==> src/rtl/cache_ctrl_defines.vh <==
// Function
// - Coherency one: program drops every line.
// - Coherency zero: keep locked instruction lines.
// - Data line count: off, 1, 2, 4.
// - Data count change invalidates every line.
// - Prefetch region: off, cacheable, uncacheable, both.
// - Wait states equal field binary value.
`ifndef CACHE_CTRL_DEFINES_VH
`define CACHE_CTRL_DEFINES_VH

// ****************************************************************
// Register map
// ****************************************************************
// Byte address of the configuration word.
`define CFG_OFFSET          12'h000
// Writable and readable bits of the configuration word.
`define CFG_IMPL_MASK       32'h0001_0337
// Reset value: seven wait states, all else off.
`define CFG_RESET           32'h0000_0007

// ****************************************************************
// Field positions
// ****************************************************************
`define CFG_COHERENCY_BIT   16
`define CFG_DLINES_HI       9
`define CFG_DLINES_LO       8
`define CFG_PREFETCH_HI     5
`define CFG_PREFETCH_LO     4
`define CFG_WAIT_HI         2
`define CFG_WAIT_LO         0

// ****************************************************************
// Encodings and sizes
// ****************************************************************
`define DLINES_OFF          2'h0
`define DLINES_ONE          2'h1
`define DLINES_TWO          2'h2
`define DLINES_FOUR         2'h3
`define PREFETCH_OFF        2'h0
`define PREFETCH_CACHEABLE  2'h1
`define PREFETCH_UNCACHED   2'h2
`define PREFETCH_BOTH       2'h3
`define DATA_LINES_MAX      4
`define INSTR_LINES_DEF     16

`endif

==> src/rtl/line_valid_array.v <==
`timescale 1ns/100ps
// Valid state of every instruction and data line, and lock state of every instruction line.
module line_valid_array #(
    parameter INSTR_LINES = 16,
    parameter IDX_W       = 4
) (
    input  wire                   i_clk,
    input  wire                   i_rst,
    input  wire                   i_inv_all,
    input  wire                   i_inv_unlocked,
    input  wire                   i_instr_fill,
    input  wire [IDX_W-1:0]       i_instr_index,
    input  wire                   i_instr_lock,
    input  wire                   i_data_fill,
    input  wire [1:0]             i_data_index,
    input  wire [2:0]             i_data_count,
    output reg  [INSTR_LINES-1:0] o_instr_valid,
    output reg  [INSTR_LINES-1:0] o_instr_locked,
    output reg  [3:0]             o_data_valid
);

    // ****************************************************************
    // Instruction lines
    // ****************************************************************
    genvar g;
    generate
        for (g = 0; g < INSTR_LINES; g = g + 1) begin : g_instr
            // One line: invalidation outranks a fill in the same cycle.
            always @(posedge i_clk or posedge i_rst) begin
                if (i_rst) begin
                    o_instr_valid[g]  <= 1'b0;
                    o_instr_locked[g] <= 1'b0;
                end else if (i_inv_all) begin
                    o_instr_valid[g]  <= 1'b0;
                    o_instr_locked[g] <= 1'b0;
                end else if (i_inv_unlocked && !o_instr_locked[g]) begin
                    o_instr_valid[g]  <= 1'b0;
                end else if (i_instr_fill && (i_instr_index == g)) begin
                    o_instr_valid[g]  <= 1'b1;
                    o_instr_locked[g] <= i_instr_lock;
                end
            end
        end
    endgenerate

    // ****************************************************************
    // Data lines
    // ****************************************************************
    generate
        for (g = 0; g < 4; g = g + 1) begin : g_data
            // A data line fills only when it lies inside the enabled count.
            always @(posedge i_clk or posedge i_rst) begin
                if (i_rst) begin
                    o_data_valid[g] <= 1'b0;
                end else if (i_inv_all || i_inv_unlocked) begin
                    o_data_valid[g] <= 1'b0;
                end else if (i_data_fill && (i_data_index == g) && (g < i_data_count)) begin
                    o_data_valid[g] <= 1'b1;
                end
            end
        end
    endgenerate

endmodule // line_valid_array

==> src/rtl/flash_wait_timer.v <==
`timescale 1ns/100ps
// Stretches one flash array access by the programmed wait states.
module flash_wait_timer (
    input  wire       i_clk,
    input  wire       i_rst,
    input  wire       i_start,
    input  wire [2:0] i_wait_states,
    output reg        o_busy,
    output reg        o_done
);

    reg [2:0] count;  // Wait states still to run.

    // Loads on a start, counts down, and pulses done after the last wait.
    always @(posedge i_clk or posedge i_rst) begin
        if (i_rst) begin
            count  <= 3'h0;
            o_busy <= 1'b0;
            o_done <= 1'b0;
        end else if (!o_busy) begin
            o_done <= 1'b0;
            if (i_start) begin
                count  <= i_wait_states;
                o_busy <= 1'b1;
            end
        end else if (count == 3'h0) begin
            o_busy <= 1'b0;
            o_done <= 1'b1;
        end else begin
            count  <= count - 3'h1;
        end
    end

endmodule // flash_wait_timer

==> src/rtl/flash_prefetch_cache_control.v <==
`timescale 1ns/100ps
`include "cache_ctrl_defines.vh"
// Configuration and line control for the prefetch and data cache.
module flash_prefetch_cache_control #(
    parameter INSTR_LINES = `INSTR_LINES_DEF,
    parameter IDX_W       = 4
) (
    input  wire                   i_clk,
    input  wire                   i_rst,
    // AHB-Lite slave port.
    input  wire                   i_hsel,
    input  wire [31:0]            i_haddr,
    input  wire [1:0]             i_htrans,
    input  wire                   i_hwrite,
    input  wire [2:0]             i_hsize,
    input  wire                   i_hready,
    input  wire [31:0]            i_hwdata,
    output reg  [31:0]            o_hrdata,
    output wire                   o_hreadyout,
    output wire                   o_hresp,
    // Flash programming and fetch side.
    input  wire                   i_program_cycle,
    input  wire                   i_instr_fill,
    input  wire [IDX_W-1:0]       i_instr_index,
    input  wire                   i_instr_lock,
    input  wire                   i_data_fill,
    input  wire [1:0]             i_data_index,
    input  wire                   i_access_cacheable,
    input  wire                   i_flash_start,
    output wire [INSTR_LINES-1:0] o_instr_valid,
    output wire [INSTR_LINES-1:0] o_instr_locked,
    output wire [3:0]             o_data_valid,
    output reg  [2:0]             o_data_count,
    output reg                    o_prefetch_allow,
    output reg  [2:0]             o_wait_states,
    output wire                   o_flash_busy,
    output wire                   o_flash_done
);

    // ****************************************************************
    // Decode functions
    // ****************************************************************

    // Number of data lines that a line count selector enables.
    function [2:0] line_count;
        input [1:0] sel;
        begin
            case (sel)
                `DLINES_ONE:  line_count = 3'h1;
                `DLINES_TWO:  line_count = 3'h2;
                `DLINES_FOUR: line_count = 3'h4;
                default:      line_count = 3'h0;
            endcase
        end
    endfunction

    // Whether prefetch runs for a region of the given kind.
    function prefetch_on;
        input [1:0] sel;
        input       cacheable;
        begin
            case (sel)
                `PREFETCH_CACHEABLE: prefetch_on = cacheable;
                `PREFETCH_UNCACHED:  prefetch_on = !cacheable;
                `PREFETCH_BOTH:      prefetch_on = 1'b1;
                default:             prefetch_on = 1'b0;
            endcase
        end
    endfunction

    // ****************************************************************
    // Bus slave
    // ****************************************************************
    reg  [31:0] config_word;   // Stored configuration word.
    reg         wr_pending;    // A write data phase follows.
    reg         wr_hit;        // That write targets the configuration word.
    wire        addr_phase;    // A valid transfer is taken this cycle.
    wire        cfg_hit;       // The address phase targets the word.
    wire [31:0] wr_value;      // Write data kept to implemented bits.
    wire        cfg_write;     // The word is written this cycle.
    wire        dlines_change; // The write alters the data line count.

    assign o_hreadyout = 1'b1;
    assign o_hresp     = 1'b0;
    assign addr_phase  = i_hsel && i_hready && i_htrans[1];
    assign cfg_hit     = (i_haddr[11:2] == `CFG_OFFSET >> 2) && (i_haddr[1:0] == 2'h0);

    // Captures the address phase so that the write lands in its data phase.
    always @(posedge i_clk or posedge i_rst) begin
        if (i_rst) begin
            wr_pending <= 1'b0;
            wr_hit     <= 1'b0;
        end else begin
            wr_pending <= addr_phase && i_hwrite;
            wr_hit     <= addr_phase && i_hwrite && cfg_hit;
        end
    end

    // Read data for the next data phase; unmapped addresses read zero.
    always @(posedge i_clk or posedge i_rst) begin
        if (i_rst) begin
            o_hrdata <= 32'h0000_0000;
        end else if (addr_phase && !i_hwrite && cfg_hit) begin
            // A write that lands at this edge is passed on, so a read right after it sees it.
            o_hrdata <= cfg_write ? wr_value : config_word;
        end else begin
            o_hrdata <= 32'h0000_0000;
        end
    end

    // ****************************************************************
    // Configuration word
    // ****************************************************************
    // unimplemented bits dropped
    assign wr_value  = i_hwdata & `CFG_IMPL_MASK;
    assign cfg_write = wr_pending && wr_hit;
    assign dlines_change = cfg_write &&
        (wr_value[`CFG_DLINES_HI:`CFG_DLINES_LO] !=
         config_word[`CFG_DLINES_HI:`CFG_DLINES_LO]);

    // Holds the configuration; reset gives seven wait states.
    always @(posedge i_clk or posedge i_rst) begin
        if (i_rst) begin
            config_word <= `CFG_RESET;
        end else if (cfg_write) begin
            config_word <= wr_value;
        end
    end

    // ****************************************************************
    // Decoded controls
    // ****************************************************************
    // Registers the decoded fields so the outputs come from flip-flops.
    always @(posedge i_clk or posedge i_rst) begin
        if (i_rst) begin
            o_data_count     <= 3'h0;
            o_prefetch_allow <= 1'b0;
            o_wait_states    <= 3'h7;
        end else begin
            o_data_count     <= line_count(config_word[`CFG_DLINES_HI:`CFG_DLINES_LO]);
            o_prefetch_allow <= prefetch_on(config_word[`CFG_PREFETCH_HI:`CFG_PREFETCH_LO],
                                            i_access_cacheable);
            o_wait_states    <= config_word[`CFG_WAIT_HI:`CFG_WAIT_LO];
        end
    end

    // ****************************************************************
    // Invalidation
    // ****************************************************************
    wire inv_all;       // Every line, locked or not, goes invalid.
    wire inv_unlocked;  // Data lines and unlocked instruction lines go invalid.
    wire coherency;     // Coherency selector.

    assign coherency    = config_word[`CFG_COHERENCY_BIT];
    assign inv_all      = (i_program_cycle && coherency) || dlines_change;
    assign inv_unlocked = i_program_cycle && !coherency;

    // Line state store.
    line_valid_array #(
        .INSTR_LINES    (INSTR_LINES),
        .IDX_W          (IDX_W)
    ) u_lines (
        .i_clk          (i_clk),
        .i_rst          (i_rst),
        .i_inv_all      (inv_all),
        .i_inv_unlocked (inv_unlocked),
        .i_instr_fill   (i_instr_fill),
        .i_instr_index  (i_instr_index),
        .i_instr_lock   (i_instr_lock),
        .i_data_fill    (i_data_fill),
        .i_data_index   (i_data_index),
        .i_data_count   (o_data_count),
        .o_instr_valid  (o_instr_valid),
        .o_instr_locked (o_instr_locked),
        .o_data_valid   (o_data_valid)
    );

    // Flash access wait state sequencer.
    flash_wait_timer u_wait (
        .i_clk         (i_clk),
        .i_rst         (i_rst),
        .i_start       (i_flash_start),
        .i_wait_states (config_word[`CFG_WAIT_HI:`CFG_WAIT_LO]),
        .o_busy        (o_flash_busy),
        .o_done        (o_flash_done)
    );

endmodule // flash_prefetch_cache_control

==> config.mk <==
export PLATFORM = sky130hd
export DESIGN_NAME = flash_prefetch_cache_control
export DESIGN_NICKNAME = d
export VERILOG_FILES = /design/src/rtl/line_valid_array.v /design/src/rtl/flash_wait_timer.v /design/src/rtl/flash_prefetch_cache_control.v
export VERILOG_INCLUDE_DIRS = /design/src /design/src/rtl
export SDC_FILE = /design/constraint.sdc
export NUM_CORES = 1
export LEC_CHECK = 0
export BUFFER_PORTS_ARGS = -buffer_cell sky130_fd_sc_hd__buf_2
export CORE_MARGIN = 1.5
export CORE_UTILIZATION = 35
export DETAILED_ROUTE_END_ITERATION = 8
export SLEW_MARGIN = 25
export SYNTH_ARGS = -nofsm -noshare
export SYNTH_HDL_FRONTEND = slang
export SYNTH_SLANG_ARGS = --single-unit
==> constraint.sdc <==
create_clock -name i_clk -period 3.84 [get_ports i_clk]
set_input_delay 0.576 -clock i_clk [delete_from_list [all_inputs] [get_ports i_clk]]
set_output_delay 0.576 -clock i_clk [all_outputs]
set_load 0.01 [all_outputs]
Word level (Yosys, flattened, before mapping)
Cells that the tools add are included.
{ "word_totals": {"register_bits": 114, "input_bits": 86, "out_inout_bits": 79} }
{ "classes": {"addsub": 1, "n_lt_le_gt_ge": 4, "n_eq_ne": 43, "n_mux": 116, "n_reduce_logical": 131} }
{ "ops": {"columns": ["operator", "count"], "rows": [
  ["$mux W1", 109],
  ["$mux W32", 2],
  ["$logic_and A1 B1 Y1", 51],
  ["$reduce_bool A3 Y1", 16],
  ["$reduce_bool A2 Y1", 21],
  ["$reduce_and A2 Y1", 17],
  ["$eq A4 B4 Y1 const B", 8],
  ["$ne A2 B1 Y1 const B", 16],
  ["$logic_not A1 Y1", 19],
  ["$eq A4 B3 Y1 const B", 4],
  ["$eq A2 B2 Y1 const B", 6],
  ["$logic_not A10 Y1", 1],
  ["$mux W3", 3],
  ["$pmux W3 S3", 1],
  ["$eq A4 B2 Y1 const B", 2],
  ["$eq A2 B1 Y1 const B", 3],
  ["$lt A1 B3 Y1 const A", 2],
  ["$lt A2 B3 Y1 const A", 2],
  ["$eq A4 B1 Y1 const B", 1],
  ["$logic_not A2 Y1", 2],
  ["$logic_not A4 Y1", 1],
  ["$ne A2 B2 Y1 const B", 2],
  ["$logic_not A3 Y1", 1],
  ["$pmux W1 S3", 1],
  ["3 further kinds", 4]
]} }

Depth between registers and ports, before layout
{ "depth": {"word_depth": 5, "ltp_mapped": 6, "mapped_depth_nobuf": 6} }

By module
Synthesis repeated with hierarchy kept, for this count alone.
{ "unflattened": {"hier_cells": 354, "area_unflattened_um2": 4486.8} }
{ "modules_own_cells": {"columns": ["module", "instances", "cells_per_inst", "area_each_um2", "seq_area_each_um2"], "rows": [
  ["flash_prefetch_cache_control", 1, 166, 2493.6, 1834.3],
  ["line_valid_array", 1, 158, 1701.6, 900.9],
  ["flash_wait_timer", 1, 30, 291.5, 125.1]
]} }

Worst setup path after synthesis
Ideal clock, no wire load.
{ "synth_path": {"kind": "input-to-reg", "from": "in i_haddr[4]", "to": "reg o_hrdata[10]", "setup_time_ns": 0.066, "arrival_time_ns": 1.506, "setup_slack_ns": 2.268, "cell_stages": 5, "path_buffers": 1, "path_cell_list": "nor4_1 nand3_1 nor3_2 clkbuf_2 and2_1"} }
{ "synth_via": {"elab_chain_len": 4} }
{ "synth_lines": {"columns": ["item", "line_no", "text"], "rows": [
  ["from (decl)", "flash_prefetch_cache_control.v:12", "input wire [31:0] i_haddr,"],
  ["$logic_not A10 Y1", "flash_prefetch_cache_control.v:86", "assign cfg_hit = (i_haddr[11:2] == `CFG_OFFSET >> 2) && (i_haddr[1:0] == 2'h0);"],
  ["$logic_and A1 B1 Y1", "flash_prefetch_cache_control.v:86", null],
  ["$logic_and A1 B1 Y1", "flash_prefetch_cache_control.v:103", "end else if (addr_phase && !i_hwrite && cfg_hit) begin"],
  ["$mux W32", "flash_prefetch_cache_control.v:103", null],
  ["to (signal assigned)", "flash_prefetch_cache_control.v:105", "o_hrdata <= cfg_write ? wr_value : config_word;"],
  ["to (decl)", "flash_prefetch_cache_control.v:18", "output reg [31:0] o_hrdata,"]
]} }
No other way between the ends.
A chain may end at the register's enable or synchronous reset.

==> flow_summary.yaml <==
pwr:
  switching_share: 0.232
  power.share.combinational: 0.085
  power_frac_seq: 0.415
  p_leak_uw: 0.00291
  powerDensity_nw_per_um2: 546
  ir_worst_vdd_v: 0.000258
  p_clk_frac: 0.500
  p_int_uw: 2390
  power_switching_uw: 720
critical_path:
  critPathSlowestCell: "nor3_2"
  crit_path_end_kind: "flip-flop"
  cp_data_required_time_ns: 4.18
  cp.arrival_ns: 2.33
  critPathKind: "in2reg"
  path_max_fanout: 17
  path_cells: "buf_2 > nor4_1 > nand3_1 > nor3_2 > buf_4 > and2_1"
  start_kind: "input port"
  cp_slowest_stage_delay_ns: 0.71
logic_synthesis:
  synth_compound_area_frac: 0.117
  synth-async-reset-ratio: 1.00
  synth_top_cell_by_area: "dfrtp_1"
  syn-instance-count: 359
  synthMuxAreaShare: 0.0231
  synth-main-ff-cell: "dfrtp_1"
  synth.area.top_cells: "dfrtp_1 62%, and2_1 8.3%, dfstp_2 3.6%, a21oi_1 2.6%, mux2_2 2.3%"
  yosysSeqAreaShare: 0.653
  ys_types: 40
  synth.ff_latch_count: 114
  ys.warnings.count: 0
  avgSynthCellArea_um2: 12.2
  yosys.area_share.simple: 0.155
  synth_top_family_by_area: "simple AND/OR/NAND/NOR gates"
  netlist_area_um2: 4380
  yosysTopAreaCellShare: 0.617
  synth_xor_area_frac: 0.00400
  synthAdderAreaFrac: 0.00572
  synth_nets: 447
  synth_edf_count: 0
global_routing:
  grt_max_degree: 65
  grt_pass1_wl_um: 15300
  antenna_found_initial: 0
  grt_overflow: 0
  grt_pass1_vias: 3058
  grt_usage: 0.153
sta:
  rsz0062_at_grt: "no"
  max-slew-margin-rel: 0.433
  hold_violations: 0
  setup_tns_ns: 0
  setup_viol_count_final: 0
  slew_viol_final: 0
  tightest_slew_ns: 0.846
  skew_ns: 0.00541
  layout_min_cycle_time_ns: 1.99
  timing.fmax_ghz: 0.503
  period_share: 0.518
cells_and_area:
  drive_gt1_frac: 0.347
  multi_input_area_um2: 1340
  fin_cells: 658
  fillers: 1149
  fin_nets: 565
  regArea_um2: 2860
  area_delta_synth_final_pct: 30.0
  layout_commonest_cell: "buf_2"
  diodes: 0
  mostFrequentLayoutCells: "114 x buf_2, 108 x dfrtp_1, 58 x and2_1"
worst_hold_path:
  hp-class: "in2async"
cts:
  postCtsHoldBufs: 0
  cts_resized: 0
  cts_tree: "done"
  cts-buffers-inserted: 17
  cts_root_buf: "clkbuf_16"
  cts_setup_buffers: 0
  cts_sinks: 114
  clk_latency_ns: 0.41
  cts.path.max_buffers: 2
  clkSlewWorstSetupHoldPaths_ns: 0.05
  htree_num_levels: 4
drt:
  routed_wl_um: 9360
  route.vias.total: 3120
  drcViolationCount: 0
  drt-vias-per-instance: 4.74
  first_iter_violations: 161
  wl_per_cell_um: 14.2
  drtPass1Iterations: 4
  detail-route-antenna-nets: 0
die:
  die_area_um2: 13200
  chipHeight_um: 115
  num_io_pins: 165
  rows: 40
  core_area_um2: 12100
  die_x_um: 115
  initial_core_util: 0.361
flow_run:
  drv_cap: 0
placement:
  dp.cells: 626
  dpl.hpwl_um: 6120
  gp_congestion: 0.755
  io_buffers: 114
status:
  outcome: "complete, no violations"
[synth_stat cells (2+ instances only)]
| cell | number |
|---|---|
| nand2b_1 | 3 |
| conb_1 | 2 |
| buf_2 | 9 |
| a311oi_1 | 2 |
| o211ai_1 | 13 |
| nand2_1 | 8 |
| nor2_1 | 20 |
| dfstp_2 | 6 |
| ha_1 | 2 |
| nor3_1 | 11 |
| xor2_1 | 2 |
| mux2_2 | 9 |
| nand3_1 | 3 |
| clkbuf_2 | 3 |
| o22ai_1 | 3 |
| and2_1 | 58 |
| inv_1 | 18 |
| a31oi_1 | 2 |
| dfrtp_1 | 108 |
| buf_4 | 2 |
| clkbuf_1 | 5 |
| a221oi_1 | 8 |
| o21ai_0 | 2 |
| nor2b_1 | 5 |
| nor4_1 | 4 |
| a21oi_1 | 23 |
| a221oi_2 | 2 |
| a211oi_1 | 13 |
| nand3b_1 | 2 |
[sequential cells by signal (all words and copies together) (netlist names)]
signal                  count
u_wait.o_busy               1
u_wait.count                3
o_hrdata                   32
wr_hit                      1
o_prefetch_allow            1
u_lines.o_data_valid        4
wr_pending                  1
o_wait_states               3
u_wait.o_done               1
o_data_count                3
u_lines.o_instr_valid      16
config_word                32
u_lines.o_instr_locked     16
[critical path: cells and delay by family]
kind	cells	cell delay [ns]
buf+inv	2	0.42
simple gates	4	1.32
[through the flow]
stage	setup slack (ns)	hold WS, ns	area (µm²)	utilization	total power, µW
detailed placement	1.34	0.368	5100	0.421	1580
finish	1.85	0.312	5690	0.470	3110
global route	1.57	0.370	5690	0.470	3240
global placement	1.40	0.369	5100	0.421	1560
CTS	1.68	0.352	5690	0.470	3140
floorplan	0.258	0.359	4380	-	1480
[layout make-up]
class | count | share of cell area
Tap cell | 168 | 0.0369
Multi-Input combinational cell | 207 | 0.236
Timing Repair Buffer | 119 | 0.109
Inverter | 18 | 0.0123
Clock buffer | 21 | 0.0791
Sequential cell | 114 | 0.503
Clock inverter | 11 | 0.0240
[power groups by stage]
stage / combinational, µW / sequential, µW / clock, µW
floorplan: 166 / 1310 / 0
global placement: 254 / 1310 / 0
detailed placement: 268 / 1310 / 0
CTS: 268 / 1290 / 1580
global route: 302 / 1300 / 1640
finish: 265 / 1290 / 1550
[metal layers]
metal / GRT usage / share of wire / wire, µm
met2: 0.232 / 0.47 / 4360
met3: 0.0564 / 0.062 / 581
met4: 0.0650 / 0.017 / 160
met5: 0 / 0 / 0
met1: 0.198 / 0.46 / 4260
[cell families (layout without fill, tap and decap cells)]
kind of cell	Yosys count	count (layout)
flops	114	114
other cells	2	2
xor+xnor	2	2
compound gates	72	72
simple gates	120	120
mux	9	9
buf+inv	38	169
fa+ha+maj	2	2
[final timing paths]
check                                from  slack (ns)                        to  cells past startpoint
max                            i_haddr[4]        1.85              o_hrdata[30]                      6
min                                 i_rst        0.31              o_hrdata[28]                      2
max reg2reg                config_word[8]        2.07  u_lines.o_instr_valid[6]                      4
min reg2reg                config_word[1]        0.37          o_wait_states[1]                      0
max in group asynchronous           i_rst        2.79              o_hrdata[12]                      3
min in group i_clk         config_word[1]        0.37          o_wait_states[1]                      0
Note: power is estimated with default switching activity, not from simulation.
